### config.mk
export PLATFORM = sky130hd
export DESIGN_NAME = ubra_device_flat
export DESIGN_NICKNAME = d
export VERILOG_FILES = /design/src/hdl/ubra_pkg.sv /design/src/hdl/ubra_bus_if.sv /design/src/hdl/ubra_device.sv /design/src/flat_wrapper.sv
export SDC_FILE = /design/constraint.sdc
export NUM_CORES = 1
export LEC_CHECK = 0
export BUFFER_PORTS_ARGS = -buffer_cell sky130_fd_sc_hd__clkbuf_2
export CORE_MARGIN = 2
export CORE_UTILIZATION = 39
export CTS_CLUSTER_DIAMETER = 150
export DETAILED_ROUTE_END_ITERATION = 8
export HOLD_SLACK_MARGIN = 0.02
export PLACE_DENSITY = 0.59
export SKIP_LAST_GASP = 1
export SYNTH_ARGS = -nofsm -noshare
export SYNTH_HDL_FRONTEND = slang
export SYNTH_SLANG_ARGS = --single-unit
### constraint.sdc
create_clock -name clk -period 1.9 [get_ports clk]
set_input_delay 0.285 -clock clk [delete_from_list [all_inputs] [get_ports clk]]
set_output_delay 0.285 -clock clk [all_outputs]
set_load 0.05 [all_outputs]
### src/hdl/ubra_pkg.sv
// Constants for the banked register access of one UART channel.
// Assumes an 8-bit host bus with 3-bit address, one byte per access.
// Overview of operation
// RULE_01: Extended registers decoded by address plus keys
// RULE_02: Line control at 03 readable for saving
// RULE_03: Line control 80: 00/01 are divisor bytes
// RULE_04: Host restores saved line control after divisor
// RULE_05: Bank BF: 06 stop char one, 04 resume one
// RULE_06: Bank BF: 07 stop char two, 05 resume two
// RULE_07: Bank BF: 02 selects enhanced feature register
// RULE_08: Host ORs 10 into feature, then line 00
// RULE_09: Host saves modem control, adds 40
// RULE_10: Unlocked normal bank: 06 is flow threshold
// RULE_11: Unlocked normal bank: 07 is trigger level
// RULE_12: Host restores line, feature, line, modem order
// RULE_13: Host masks modem control with EF, restores
// RULE_14: Readiness enabled: read 07 returns readiness status
// RULE_15: Feature bit 4 gates upper control bit writes
// RULE_16: Threshold/trigger writes need feature4 and modem6
// RULE_17: Readiness read-only, needs modem2, no loopback
// RULE_18: Three-bit address, eight-bit registers, byte access
package ubra_pkg;
    localparam int           ADDR_W        = 3;
    localparam int           DATA_W        = 8;
    localparam logic [2:0]   OFF_DIV_LOW   = 3'h0;
    localparam logic [2:0]   OFF_DIV_HIGH  = 3'h1;
    localparam logic [2:0]   OFF_FEATURE   = 3'h2;
    localparam logic [2:0]   OFF_LINE      = 3'h3;
    localparam logic [2:0]   OFF_MODEM     = 3'h4;
    localparam logic [2:0]   OFF_RESUME1   = 3'h4;
    localparam logic [2:0]   OFF_RESUME2   = 3'h5;
    localparam logic [2:0]   OFF_STOP1     = 3'h6;
    localparam logic [2:0]   OFF_THRESH    = 3'h6;
    localparam logic [2:0]   OFF_STOP2     = 3'h7;
    localparam logic [2:0]   OFF_TRIGGER   = 3'h7;
    localparam logic [2:0]   OFF_READY     = 3'h7;
    localparam logic [7:0]   KEY_DIVISOR   = 8'h80;
    localparam logic [7:0]   KEY_FEATURE   = 8'hbf;
    localparam logic [7:0]   LINE_NORMAL   = 8'h00;
    localparam logic [7:0]   FEAT_ENH_SET  = 8'h10;
    localparam logic [7:0]   MODEM_TH_SET  = 8'h40;
    localparam logic [7:0]   MODEM_RDY_MSK = 8'hef;
    localparam logic [7:0]   MODEM_RDY_SET = 8'h04;
    localparam int           FEAT_ENH_BIT  = 4;
    localparam int           MODEM_TH_BIT  = 6;
    localparam int           MODEM_RDY_BIT = 2;
    localparam int           MODEM_LB_BIT  = 4;
    localparam logic [7:0]   MODEM_UPPER   = 8'he0;
    localparam logic [7:0]   RST_VALUE     = 8'h00;
    localparam logic [7:0]   OTHER_RD      = 8'h00;
    typedef enum logic [1:0] {
        UBRA_OP_NONE  = 2'b00,
        UBRA_OP_READ  = 2'b01,
        UBRA_OP_WRITE = 2'b10
    } ubra_op_t;
endpackage

### src/hdl/ubra_bus_if.sv
// Host bus between host sequencer and banked register decoder.
// Assumes one clock; a strobe is a one-cycle pulse.
`timescale 1ns/1ps
interface ubra_bus_if;
    import ubra_pkg::*;
    logic [ADDR_W-1:0] addr;
    logic [DATA_W-1:0] wdata;
    logic              wr_stb;
    logic              rd_stb;
    logic [DATA_W-1:0] rdata;
    logic              rd_valid;
    modport device (input addr, input wdata, input wr_stb, input rd_stb,
                    output rdata, output rd_valid);
    modport host   (output addr, output wdata, output wr_stb, output rd_stb,
                    input rdata, input rd_valid);
endinterface

### src/hdl/ubra_device.sv
// Banked register decoder of one UART channel.
// Assumes single-cycle host strobes; readiness and normal-bank data come from the core.
`timescale 1ns/1ps
module ubra_device
    import ubra_pkg::*;
(
    input  wire logic         clk,
    input  wire logic         rst_n,
    ubra_bus_if.device        bus,
    input  wire logic [7:0]   ready_status,
    input  wire logic [7:0]   normal_rdata,
    output logic              normal_wr,
    output logic              normal_rd,
    output logic [7:0]        div_low_reg,
    output logic [7:0]        div_high_reg,
    output logic [7:0]        feature_reg,
    output logic [7:0]        line_reg,
    output logic [7:0]        modem_reg,
    output logic [7:0]        resume1_reg,
    output logic [7:0]        resume2_reg,
    output logic [7:0]        stop1_reg,
    output logic [7:0]        stop2_reg,
    output logic [7:0]        thresh_reg,
    output logic [7:0]        trigger_reg
);
    logic bank_div;
    logic bank_feat;
    logic unlock;
    logic rdy_view;
    logic wr;
    logic [7:0] rd_mux;
    logic is_normal;

    assign wr        = bus.wr_stb;
    assign bank_div  = line_reg[7] && (line_reg != KEY_FEATURE);          // [RULE_03]
    assign bank_feat = (line_reg == KEY_FEATURE);                         // [RULE_05]
    assign unlock    = feature_reg[FEAT_ENH_BIT] && modem_reg[MODEM_TH_BIT]; // [RULE_16]
    // Loopback off is required; the readiness view is read only
    assign rdy_view  = modem_reg[MODEM_RDY_BIT] && !modem_reg[MODEM_LB_BIT]; // [RULE_17]

    always_comb begin
        is_normal = 1'b0;
        rd_mux    = OTHER_RD;
        if (bus.addr == OFF_LINE) begin
            rd_mux = line_reg;                                            // [RULE_02]
        end else if (bank_feat && bus.addr == OFF_FEATURE) begin
            rd_mux = feature_reg;                                         // [RULE_07]
        end else if (bank_feat && bus.addr == OFF_RESUME1) begin
            rd_mux = resume1_reg;                                         // [RULE_05]
        end else if (bank_feat && bus.addr == OFF_RESUME2) begin
            rd_mux = resume2_reg;                                         // [RULE_06]
        end else if (bank_feat && bus.addr == OFF_STOP1) begin
            rd_mux = stop1_reg;                                           // [RULE_05]
        end else if (bank_feat && bus.addr == OFF_STOP2) begin
            rd_mux = stop2_reg;                                           // [RULE_06]
        end else if (bank_div && bus.addr == OFF_DIV_LOW) begin
            rd_mux = div_low_reg;                                         // [RULE_03]
        end else if (bank_div && bus.addr == OFF_DIV_HIGH) begin
            rd_mux = div_high_reg;                                        // [RULE_03]
        end else if (!bank_feat && bus.addr == OFF_MODEM) begin
            rd_mux = modem_reg;
        end else if (!bank_feat && unlock && bus.addr == OFF_THRESH) begin
            rd_mux = thresh_reg;                                          // [RULE_10]
        end else if (!bank_feat && rdy_view && bus.addr == OFF_READY) begin
            rd_mux = ready_status;                                        // [RULE_14]
        end else if (!bank_feat && unlock && bus.addr == OFF_TRIGGER) begin
            rd_mux = trigger_reg;                                         // [RULE_11]
        end else if (bank_feat) begin
            rd_mux = OTHER_RD;
        end else begin
            // Addresses other than line and modem, and not taken by the divisor, feature, unlocked or readiness views, select the base registers held by the core
            is_normal = 1'b1;                                             // [RULE_01]
            rd_mux    = normal_rdata;
        end
    end

    always_ff @(posedge clk) begin
        if (!rst_n) begin
            bus.rdata    <= RST_VALUE;
            bus.rd_valid <= 1'b0;
            normal_rd    <= 1'b0;
        end else begin
            bus.rd_valid <= bus.rd_stb;                                   // [RULE_18]
            normal_rd    <= bus.rd_stb && is_normal;
            if (bus.rd_stb) begin
                bus.rdata <= rd_mux;
            end
        end
    end

    always_ff @(posedge clk) begin
        if (!rst_n) begin
            line_reg <= RST_VALUE;
        end else if (wr && bus.addr == OFF_LINE) begin
            line_reg <= bus.wdata;                                        // [RULE_02]
        end
    end

    always_ff @(posedge clk) begin
        if (!rst_n) begin
            div_low_reg  <= RST_VALUE;
            div_high_reg <= RST_VALUE;
        end else if (wr && bank_div) begin
            if (bus.addr == OFF_DIV_LOW) begin
                div_low_reg <= bus.wdata;                                 // [RULE_03]
            end else if (bus.addr == OFF_DIV_HIGH) begin
                div_high_reg <= bus.wdata;                                // [RULE_03]
            end
        end
    end

    always_ff @(posedge clk) begin
        if (!rst_n) begin
            feature_reg <= RST_VALUE;
            resume1_reg <= RST_VALUE;
            resume2_reg <= RST_VALUE;
            stop1_reg   <= RST_VALUE;
            stop2_reg   <= RST_VALUE;
        end else if (wr && bank_feat) begin
            if (bus.addr == OFF_FEATURE) begin
                feature_reg <= bus.wdata;                                 // [RULE_07]
            end else if (bus.addr == OFF_RESUME1) begin
                resume1_reg <= bus.wdata;                                 // [RULE_05]
            end else if (bus.addr == OFF_RESUME2) begin
                resume2_reg <= bus.wdata;                                 // [RULE_06]
            end else if (bus.addr == OFF_STOP1) begin
                stop1_reg <= bus.wdata;                                   // [RULE_05]
            end else if (bus.addr == OFF_STOP2) begin
                stop2_reg <= bus.wdata;                                   // [RULE_06]
            end
        end
    end

    // Upper modem bits hold their value unless enhanced functions are on
    always_ff @(posedge clk) begin
        if (!rst_n) begin
            modem_reg <= RST_VALUE;
        end else if (wr && !bank_feat && bus.addr == OFF_MODEM) begin
            if (feature_reg[FEAT_ENH_BIT]) begin
                modem_reg <= bus.wdata;                                   // [RULE_15]
            end else begin
                modem_reg <= (modem_reg & MODEM_UPPER) | (bus.wdata & ~MODEM_UPPER); // [RULE_15]
            end
        end
    end

    always_ff @(posedge clk) begin
        if (!rst_n) begin
            thresh_reg  <= RST_VALUE;
            trigger_reg <= RST_VALUE;
        end else if (wr && !bank_feat && unlock) begin
            if (bus.addr == OFF_THRESH) begin
                thresh_reg <= bus.wdata;                                  // [RULE_10] [RULE_16]
            end else if (bus.addr == OFF_TRIGGER) begin
                trigger_reg <= bus.wdata;                                 // [RULE_11] [RULE_16]
            end
        end
    end

    always_ff @(posedge clk) begin
        if (!rst_n) begin
            normal_wr <= 1'b0;
        end else begin
            normal_wr <= wr && is_normal;
        end
    end
endmodule // ubra_device

### src/flat_wrapper.sv
// flat-port wrapper written by rule: the top's interface ports become plain ports
module ubra_device_flat import ubra_pkg::*;
  (clk, rst_n, ready_status, normal_rdata, normal_wr, normal_rd, div_low_reg, div_high_reg, feature_reg, line_reg, modem_reg, resume1_reg, resume2_reg, stop1_reg, stop2_reg, thresh_reg, trigger_reg, bus_addr, bus_wdata, bus_wr_stb, bus_rd_stb, bus_rdata, bus_rd_valid);
  ubra_bus_if bus_i ();
  input  wire logic clk;
  input  wire logic rst_n;
  input  wire logic [7:0] ready_status;
  input  wire logic [7:0] normal_rdata;
  output logic normal_wr;
  output logic normal_rd;
  output logic [7:0] div_low_reg;
  output logic [7:0] div_high_reg;
  output logic [7:0] feature_reg;
  output logic [7:0] line_reg;
  output logic [7:0] modem_reg;
  output logic [7:0] resume1_reg;
  output logic [7:0] resume2_reg;
  output logic [7:0] stop1_reg;
  output logic [7:0] stop2_reg;
  output logic [7:0] thresh_reg;
  output logic [7:0] trigger_reg;
  input wire logic [$bits(bus_i.addr)-1:0] bus_addr;
  input wire logic [$bits(bus_i.wdata)-1:0] bus_wdata;
  input wire logic [$bits(bus_i.wr_stb)-1:0] bus_wr_stb;
  input wire logic [$bits(bus_i.rd_stb)-1:0] bus_rd_stb;
  output wire logic [$bits(bus_i.rdata)-1:0] bus_rdata;
  output wire logic [$bits(bus_i.rd_valid)-1:0] bus_rd_valid;
  assign bus_i.addr = bus_addr;
  assign bus_i.wdata = bus_wdata;
  assign bus_i.wr_stb = bus_wr_stb;
  assign bus_i.rd_stb = bus_rd_stb;
  assign bus_rdata = bus_i.rdata;
  assign bus_rd_valid = bus_i.rd_valid;
  ubra_device u_core (.clk(clk), .rst_n(rst_n), .bus(bus_i), .ready_status(ready_status), .normal_rdata(normal_rdata), .normal_wr(normal_wr), .normal_rd(normal_rd), .div_low_reg(div_low_reg), .div_high_reg(div_high_reg), .feature_reg(feature_reg), .line_reg(line_reg), .modem_reg(modem_reg), .resume1_reg(resume1_reg), .resume2_reg(resume2_reg), .stop1_reg(stop1_reg), .stop2_reg(stop2_reg), .thresh_reg(thresh_reg), .trigger_reg(trigger_reg));
endmodule
# Yosys cells after proc, flatten, opt, wreduce, memory -nomap -nowiden

Cells that the tools add are included.

$add $sub $neg: 0
Multipliers: 0
Div/mod/pow operators: 0
Order comparisons: 0
Equality and inequality tests: 9
Shifts and indexed selects: 0
Multiplexer cells: 27
Bitwise gates (word level): 6
Reductions and logical operators: 36

Operator list:

| operator                                                        | count |
|---|---|
| 8-bit two-way mux                                               | 14 |
| 1-bit logical AND                                               | 24 |
| 1-bit two-way mux                                               | 13 |
| 3-bit == test, second input constant                            | 4 |
| 3-bit AND reduction                                             | 3 |
| 8-bit == test, second input constant                            | 1 |
| 8-bit != test, second input constant                            | 1 |
| 8-bit by 5-bit OR with 8-bit output                             | 1 |
| 3-bit by 2-bit == test with 1-bit output, second input constant | 2 |
| 2-bit AND reduction                                             | 3 |
| 6-bit AND reduction                                             | 1 |
| 1-bit NOT                                                       | 5 |
| 5-bit AND reduction                                             | 1 |
| 4-bit AND reduction                                             | 1 |
| 3-bit by 1-bit == test with 1-bit output, second input constant | 1 |
| 3-bit logical NOT                                               | 1 |
| 1-bit logical NOT                                               | 2 |

Bits in registers: 99
Latch bits: 0
Memory bits (writable): 0
Memory bits (read-only): 0
Input bits: 31
Output and inout port bits: 99
Word-level logic and storage cells: 93
Memories kept: 0

# Depth between registers and ports, before layout

Depth after elaboration: 17
Gate-level depth with buffers: 8
Gate-level depth less buffers: 5

# Least setup slack after synthesis

OpenSTA, ideal clock, no wires.

Path type: flip-flop to flip-flop
Start: register u_core.line_reg[7]
End: register u_core.div_low_reg[4]
Library setup time: 132 ps
Data arrival time: 2079 ps
Required time: 1768 ps
Slack: -311 ps
Stages on the path, launching flop included: 9
Path buffers: 3
Period minus slack after synthesis: 2211 ps
Path through: dfxtp_1 -> buf_4 -> or3b_1 -> buf_6 -> a211oi_4 -> buf_6 -> nand2_1 -> nand2_1 -> a21oi_1

Word-level cells in the longest chain between the ends: 4

Ends and longest elaborated chain:

| element                           | RTL line           | RTL |
|---|---|---|
| start: declaration                | ubra_device.sv:17  | `output logic [7:0] line_reg,` |
| start signal: assignment          | ubra_device.sv:95  | `line_reg <= bus.wdata;` |
| 8-bit != test                     | ubra_device.sv:35  | `assign bank_div = line_reg[7] && (line_reg != KEY_FEATURE);` |
| 1-bit logical AND (*)             | ubra_device.sv:35  |  |
| 1-bit logical AND (*)             | ubra_device.sv:103 | `end else if (wr && bank_div) begin` |
| 2-bit AND reduction (no line) (*) | --                 |  |
| end signal: assignment            | ubra_device.sv:105 | `div_low_reg <= bus.wdata;` |
| end: declaration                  | ubra_device.sv:14  | `output logic [7:0] div_low_reg,` |

Mark *: on every way between the ends. The rest lies on a longest branch, timed or not.
A chain may end at the register's enable or synchronous reset.

# Worst setup path after layout

Start: register u_core.line_reg[6]
End: register u_core.bus.rdata[5]

Word-level cells in the longest chain between the ends: 16
Elaborated cells between the ends (all ways): 30
Those cells by class: eq/ne: 2; mux: 13; reduce/logical: 15

Ends and longest elaborated chain:

| element                | RTL line                             | RTL |
|---|---|---|
| 8-bit == test          | ubra_device.sv:36                    | `assign bank_feat = (line_reg == KEY_FEATURE);` |
| 1-bit logical NOT      | --                                   |  |
| 1-bit logical AND      | ubra_device.sv:62, ubra_device.sv:66 |  |
| 1-bit logical AND      | ubra_device.sv:66                    | `end else if (!bank_feat && unlock && bus.addr == OFF_TRIGGER) begin` |
| 8-bit two-way mux      | ubra_device.sv:66                    |  |
| 8-bit two-way mux      | ubra_device.sv:64                    | `end else if (!bank_feat && rdy_view && bus.addr == OFF_READY) begin` |
| 8-bit two-way mux      | ubra_device.sv:62                    | `end else if (!bank_feat && unlock && bus.addr == OFF_THRESH) begin` |
| 8-bit two-way mux      | ubra_device.sv:60                    | `end else if (!bank_feat && bus.addr == OFF_MODEM) begin` |
| 8-bit two-way mux      | ubra_device.sv:58                    | `end else if (bank_div && bus.addr == OFF_DIV_HIGH) begin` |
| 8-bit two-way mux      | ubra_device.sv:56                    | `end else if (bank_div && bus.addr == OFF_DIV_LOW) begin` |
| 8-bit two-way mux      | ubra_device.sv:54                    | `end else if (bank_feat && bus.addr == OFF_STOP2) begin` |
| 8-bit two-way mux      | ubra_device.sv:52                    | `end else if (bank_feat && bus.addr == OFF_STOP1) begin` |
| 8-bit two-way mux      | ubra_device.sv:50                    | `end else if (bank_feat && bus.addr == OFF_RESUME2) begin` |
| 8-bit two-way mux      | ubra_device.sv:48                    | `end else if (bank_feat && bus.addr == OFF_RESUME1) begin` |
| 8-bit two-way mux (*)  | ubra_device.sv:46                    | `end else if (bank_feat && bus.addr == OFF_FEATURE) begin` |
| 8-bit two-way mux (*)  | ubra_device.sv:44                    | `if (bus.addr == OFF_LINE) begin` |
| end signal: assignment | ubra_device.sv:86                    | `bus.rdata <= rd_mux;` |
| end: declaration       | ubra_bus_if.sv:13                    | `output rdata, output rd_valid);` |

Marks and branches as above.

==> run metrics <==
RSZ-0062 raised after global routing false; GRT Residual Overflow 0; vias in the first global route 4713; complex-gate fraction of the synthesized area between 10% and 20%; kind of critical path flop to flop; total power 4.407 mW; WP data arrival just over 2000 ps; fillers 1180; R2R setup slack 100 ps; worst endpoint required time between 2000 and 2500 ps; Vias 5016; area share of xor/xnor cells in the synthesized design 0%; clock slew at reported path FFs 70 ps; Mapped Nets 619; Worst setup endpoint u_core.bus.rdata[5]; CP Launch Type flop; final WL 17660 µm; clk buf depth 2; fmax 0.5541 GHz; Fin. Hold Viols 0; M1 wire length 7863 µm; Die Span X approximately 120 µm; fraction of the mapped netlist area in adder cells 0%; Die Y between 100 and 150 µm; Least-Margin Pin Slew 556.2 ps; floorplan row count 40; Peak VDD IR 524.0 µV; pwr/cell area 712.9 mW/mm²; Die ar. 0.01325 mm²; Storage cell area approximately 0.002 mm²; gpl congestion slightly below 1; P_leak 2.987 nW; register area share after synthesis 41.17%; Synth Area in Simple Gates 21.91%; # clock sinks 99; CTS tree built; # setup viols final 0; first-pass GRT wire length 26510 µm; NumNets Final 763; ys flop type dfxtp_1; Place WS -35.72 ps; share of cells above drive strength 1 between 30% and 40%; fin. max-slew vios 0; Netlist Area Pre-Place 0.004813 mm²; Distinct cells, synth 57; worst r2r path cells 6; largest net degree at the start of global routing 55; fin crit share 94.99%; main combinational cell family by area after synthesis simple AND/OR/NAND/NOR gates; Antenna Nets Post-Route 0; r2r endpoint u_core.bus.rdata[5]; CP startpoint u_core.line_reg[6]; top sig layer met4; Final Skew 6.191 ps; register bit count reported by yosys 99; met2 routed WL 7963 µm; Final WS setup roughly 95 ps; clock latency on the worst-skew pair 360 ps; GR Util All Layers between 20% and 30%; I/O pin count 130; Avg Vias per Cell between 5 and 6; post-synthesis async set-or-reset flop share 0%; Avg WL per Cell 19.98 µm; Crit Path Max Fanout 5; worst min path class input port to flop; post-DP HPWL roughly 13000 µm; Post-Syn Area per Cell ~8 µm²; FF-to-FF Start u_core.line_reg[6]; status finished clean; synthesized instance count 588; residual DRC count 0; TNS Setup 0 ps; n_diodes 0; drt pass-1 iters 5; number of CTS-inserted buffers 9; core box area 0.01201 mm²; met3 routed WL 1129 µm; Area growth syn-to-layout 28.44%; number of synthesized flops with an enable pin 0; multi-input logic area 0.002625 mm²; CTS root buf clkbuf_16; antenna violations before repair 0; max-cap viol count 0; drt first-iter violations 456; CTS H-Tree Depth 3; Starting Density 40.07%; Buffers on Ports approximately 130; Slew headroom between 60 and 70%; Yosys warnings 0; Crit. End Element flop; Tmin final 1805 ps; post-synthesis mux area share between 10 and 15%
synth_stat cells (all sizes together) (10+ instances only):
cell type | count | area, µm²
nand2 | 72 | 272.8
and3 | 13 | 81.33
nand3 | 17 | 90.09
buf | 14 | 90.08
clkbuf | 32 | 120.1
a21o | 10 | 75.07
dfxtp | 99 | 1982
mux2i | 59 | 590.6
nor2 | 80 | 300.3
a21oi | 43 | 215.2
nor3 | 12 | 65.06
o21ai | 41 | 205.2
what timing repair did:
item | in CTS | in global routing
resized for setup | 0 | 6
setup endpoints to repair | 0 | 16
hold buffers | 0 | 0
setup buffers | 0 | 0
cell families (layout without fill, tap and decap cells):
kind of cell / count (synthesis) / count (layout)
simple gates: 227 / 227
mux: 61 / 61
compound gates: 146 / 146
buf+inv: 55 / 204
flops: 99 / 99
per-layer routing:
| metal | GRT usage (%) | vias up |
|---|---|---|
| met5 | 0 | - |
| met4 | 14.06 | 0 |
| met3 | 4.481 | 37 |
| met2 | 40.75 | 203 |
| met1 | 36.33 | 2398 |
| li1 | - | 2378 |
metrics by stage:
stage                     cell area [µm²]  utilization [%]  hold WS [ps]  cells
after floorplan                      4828                -         432.5    588
after global placement               5861            48.79         464.6    868
after detailed placement             5861            48.79         471.9    868
after CTS                            6147            51.18         338.3    884
after global routing                 6182            51.47         347.4    884
final                                6182            51.47         355.9    884
worst min path at each step:
stage	startpoint	end	slack [ps]	depth (start not counted)
detailed placement	u_core.stop2_reg[5]	u_core.stop2_reg[5]	470	2
global placement	u_core.resume2_reg[1]	u_core.resume2_reg[1]	460	2
CTS	rst_n	u_core.bus.rd_valid	340	2
finish	rst_n	u_core.bus.rd_valid	360	2
global route	rst_n	u_core.bus.rd_valid	350	2
floorplan	bus_wdata[0]	u_core.div_low_reg[0]	430	2
cells in the final DEF (no fill, tap or decap), drive strengths merged, types with 4 or more instances in the layout:
cell / instances
nor2: 80
inv: 9
nand2: 72
a21o: 10
buf: 50
mux2i: 59
a21oi: 43
clkbuf: 140
a221oi: 8
nand2b: 5
dfxtp: 99
and3: 13
o211ai: 7
a31o: 5
nor3: 12
a211oi: 8
a31oi: 8
nor2b: 4
nand3: 17
clkinv: 4
o21ai: 41
nand4: 7
layout make-up:
cell class | count | area share, %
Multi-Input combinational cell | 434 | 42.46
Sequential cell | 99 | 32.26
Tap cell | 147 | 2.975
Clock buffer | 11 | 3.764
Timing Repair Buffer | 179 | 17.12
Clock inverter | 5 | 0.8703
Inverter | 9 | 0.5464
worst max-delay path: stages (launching register included):
cell      delay [ps]
dfxtp_2          350
nand4b_1         290
buf_4            220
or4_1            510
a21oi_1          170
a211oi_1          90
o41ai_1           70
power breakdown:
part	switching [mW]	total (mW)	internal [mW]
combinational	0.323	0.461	0.138
clock	0.814	1.83	1.02
sequential	0.0189	2.12	2.10
Power figures use the tool's default switching activity.
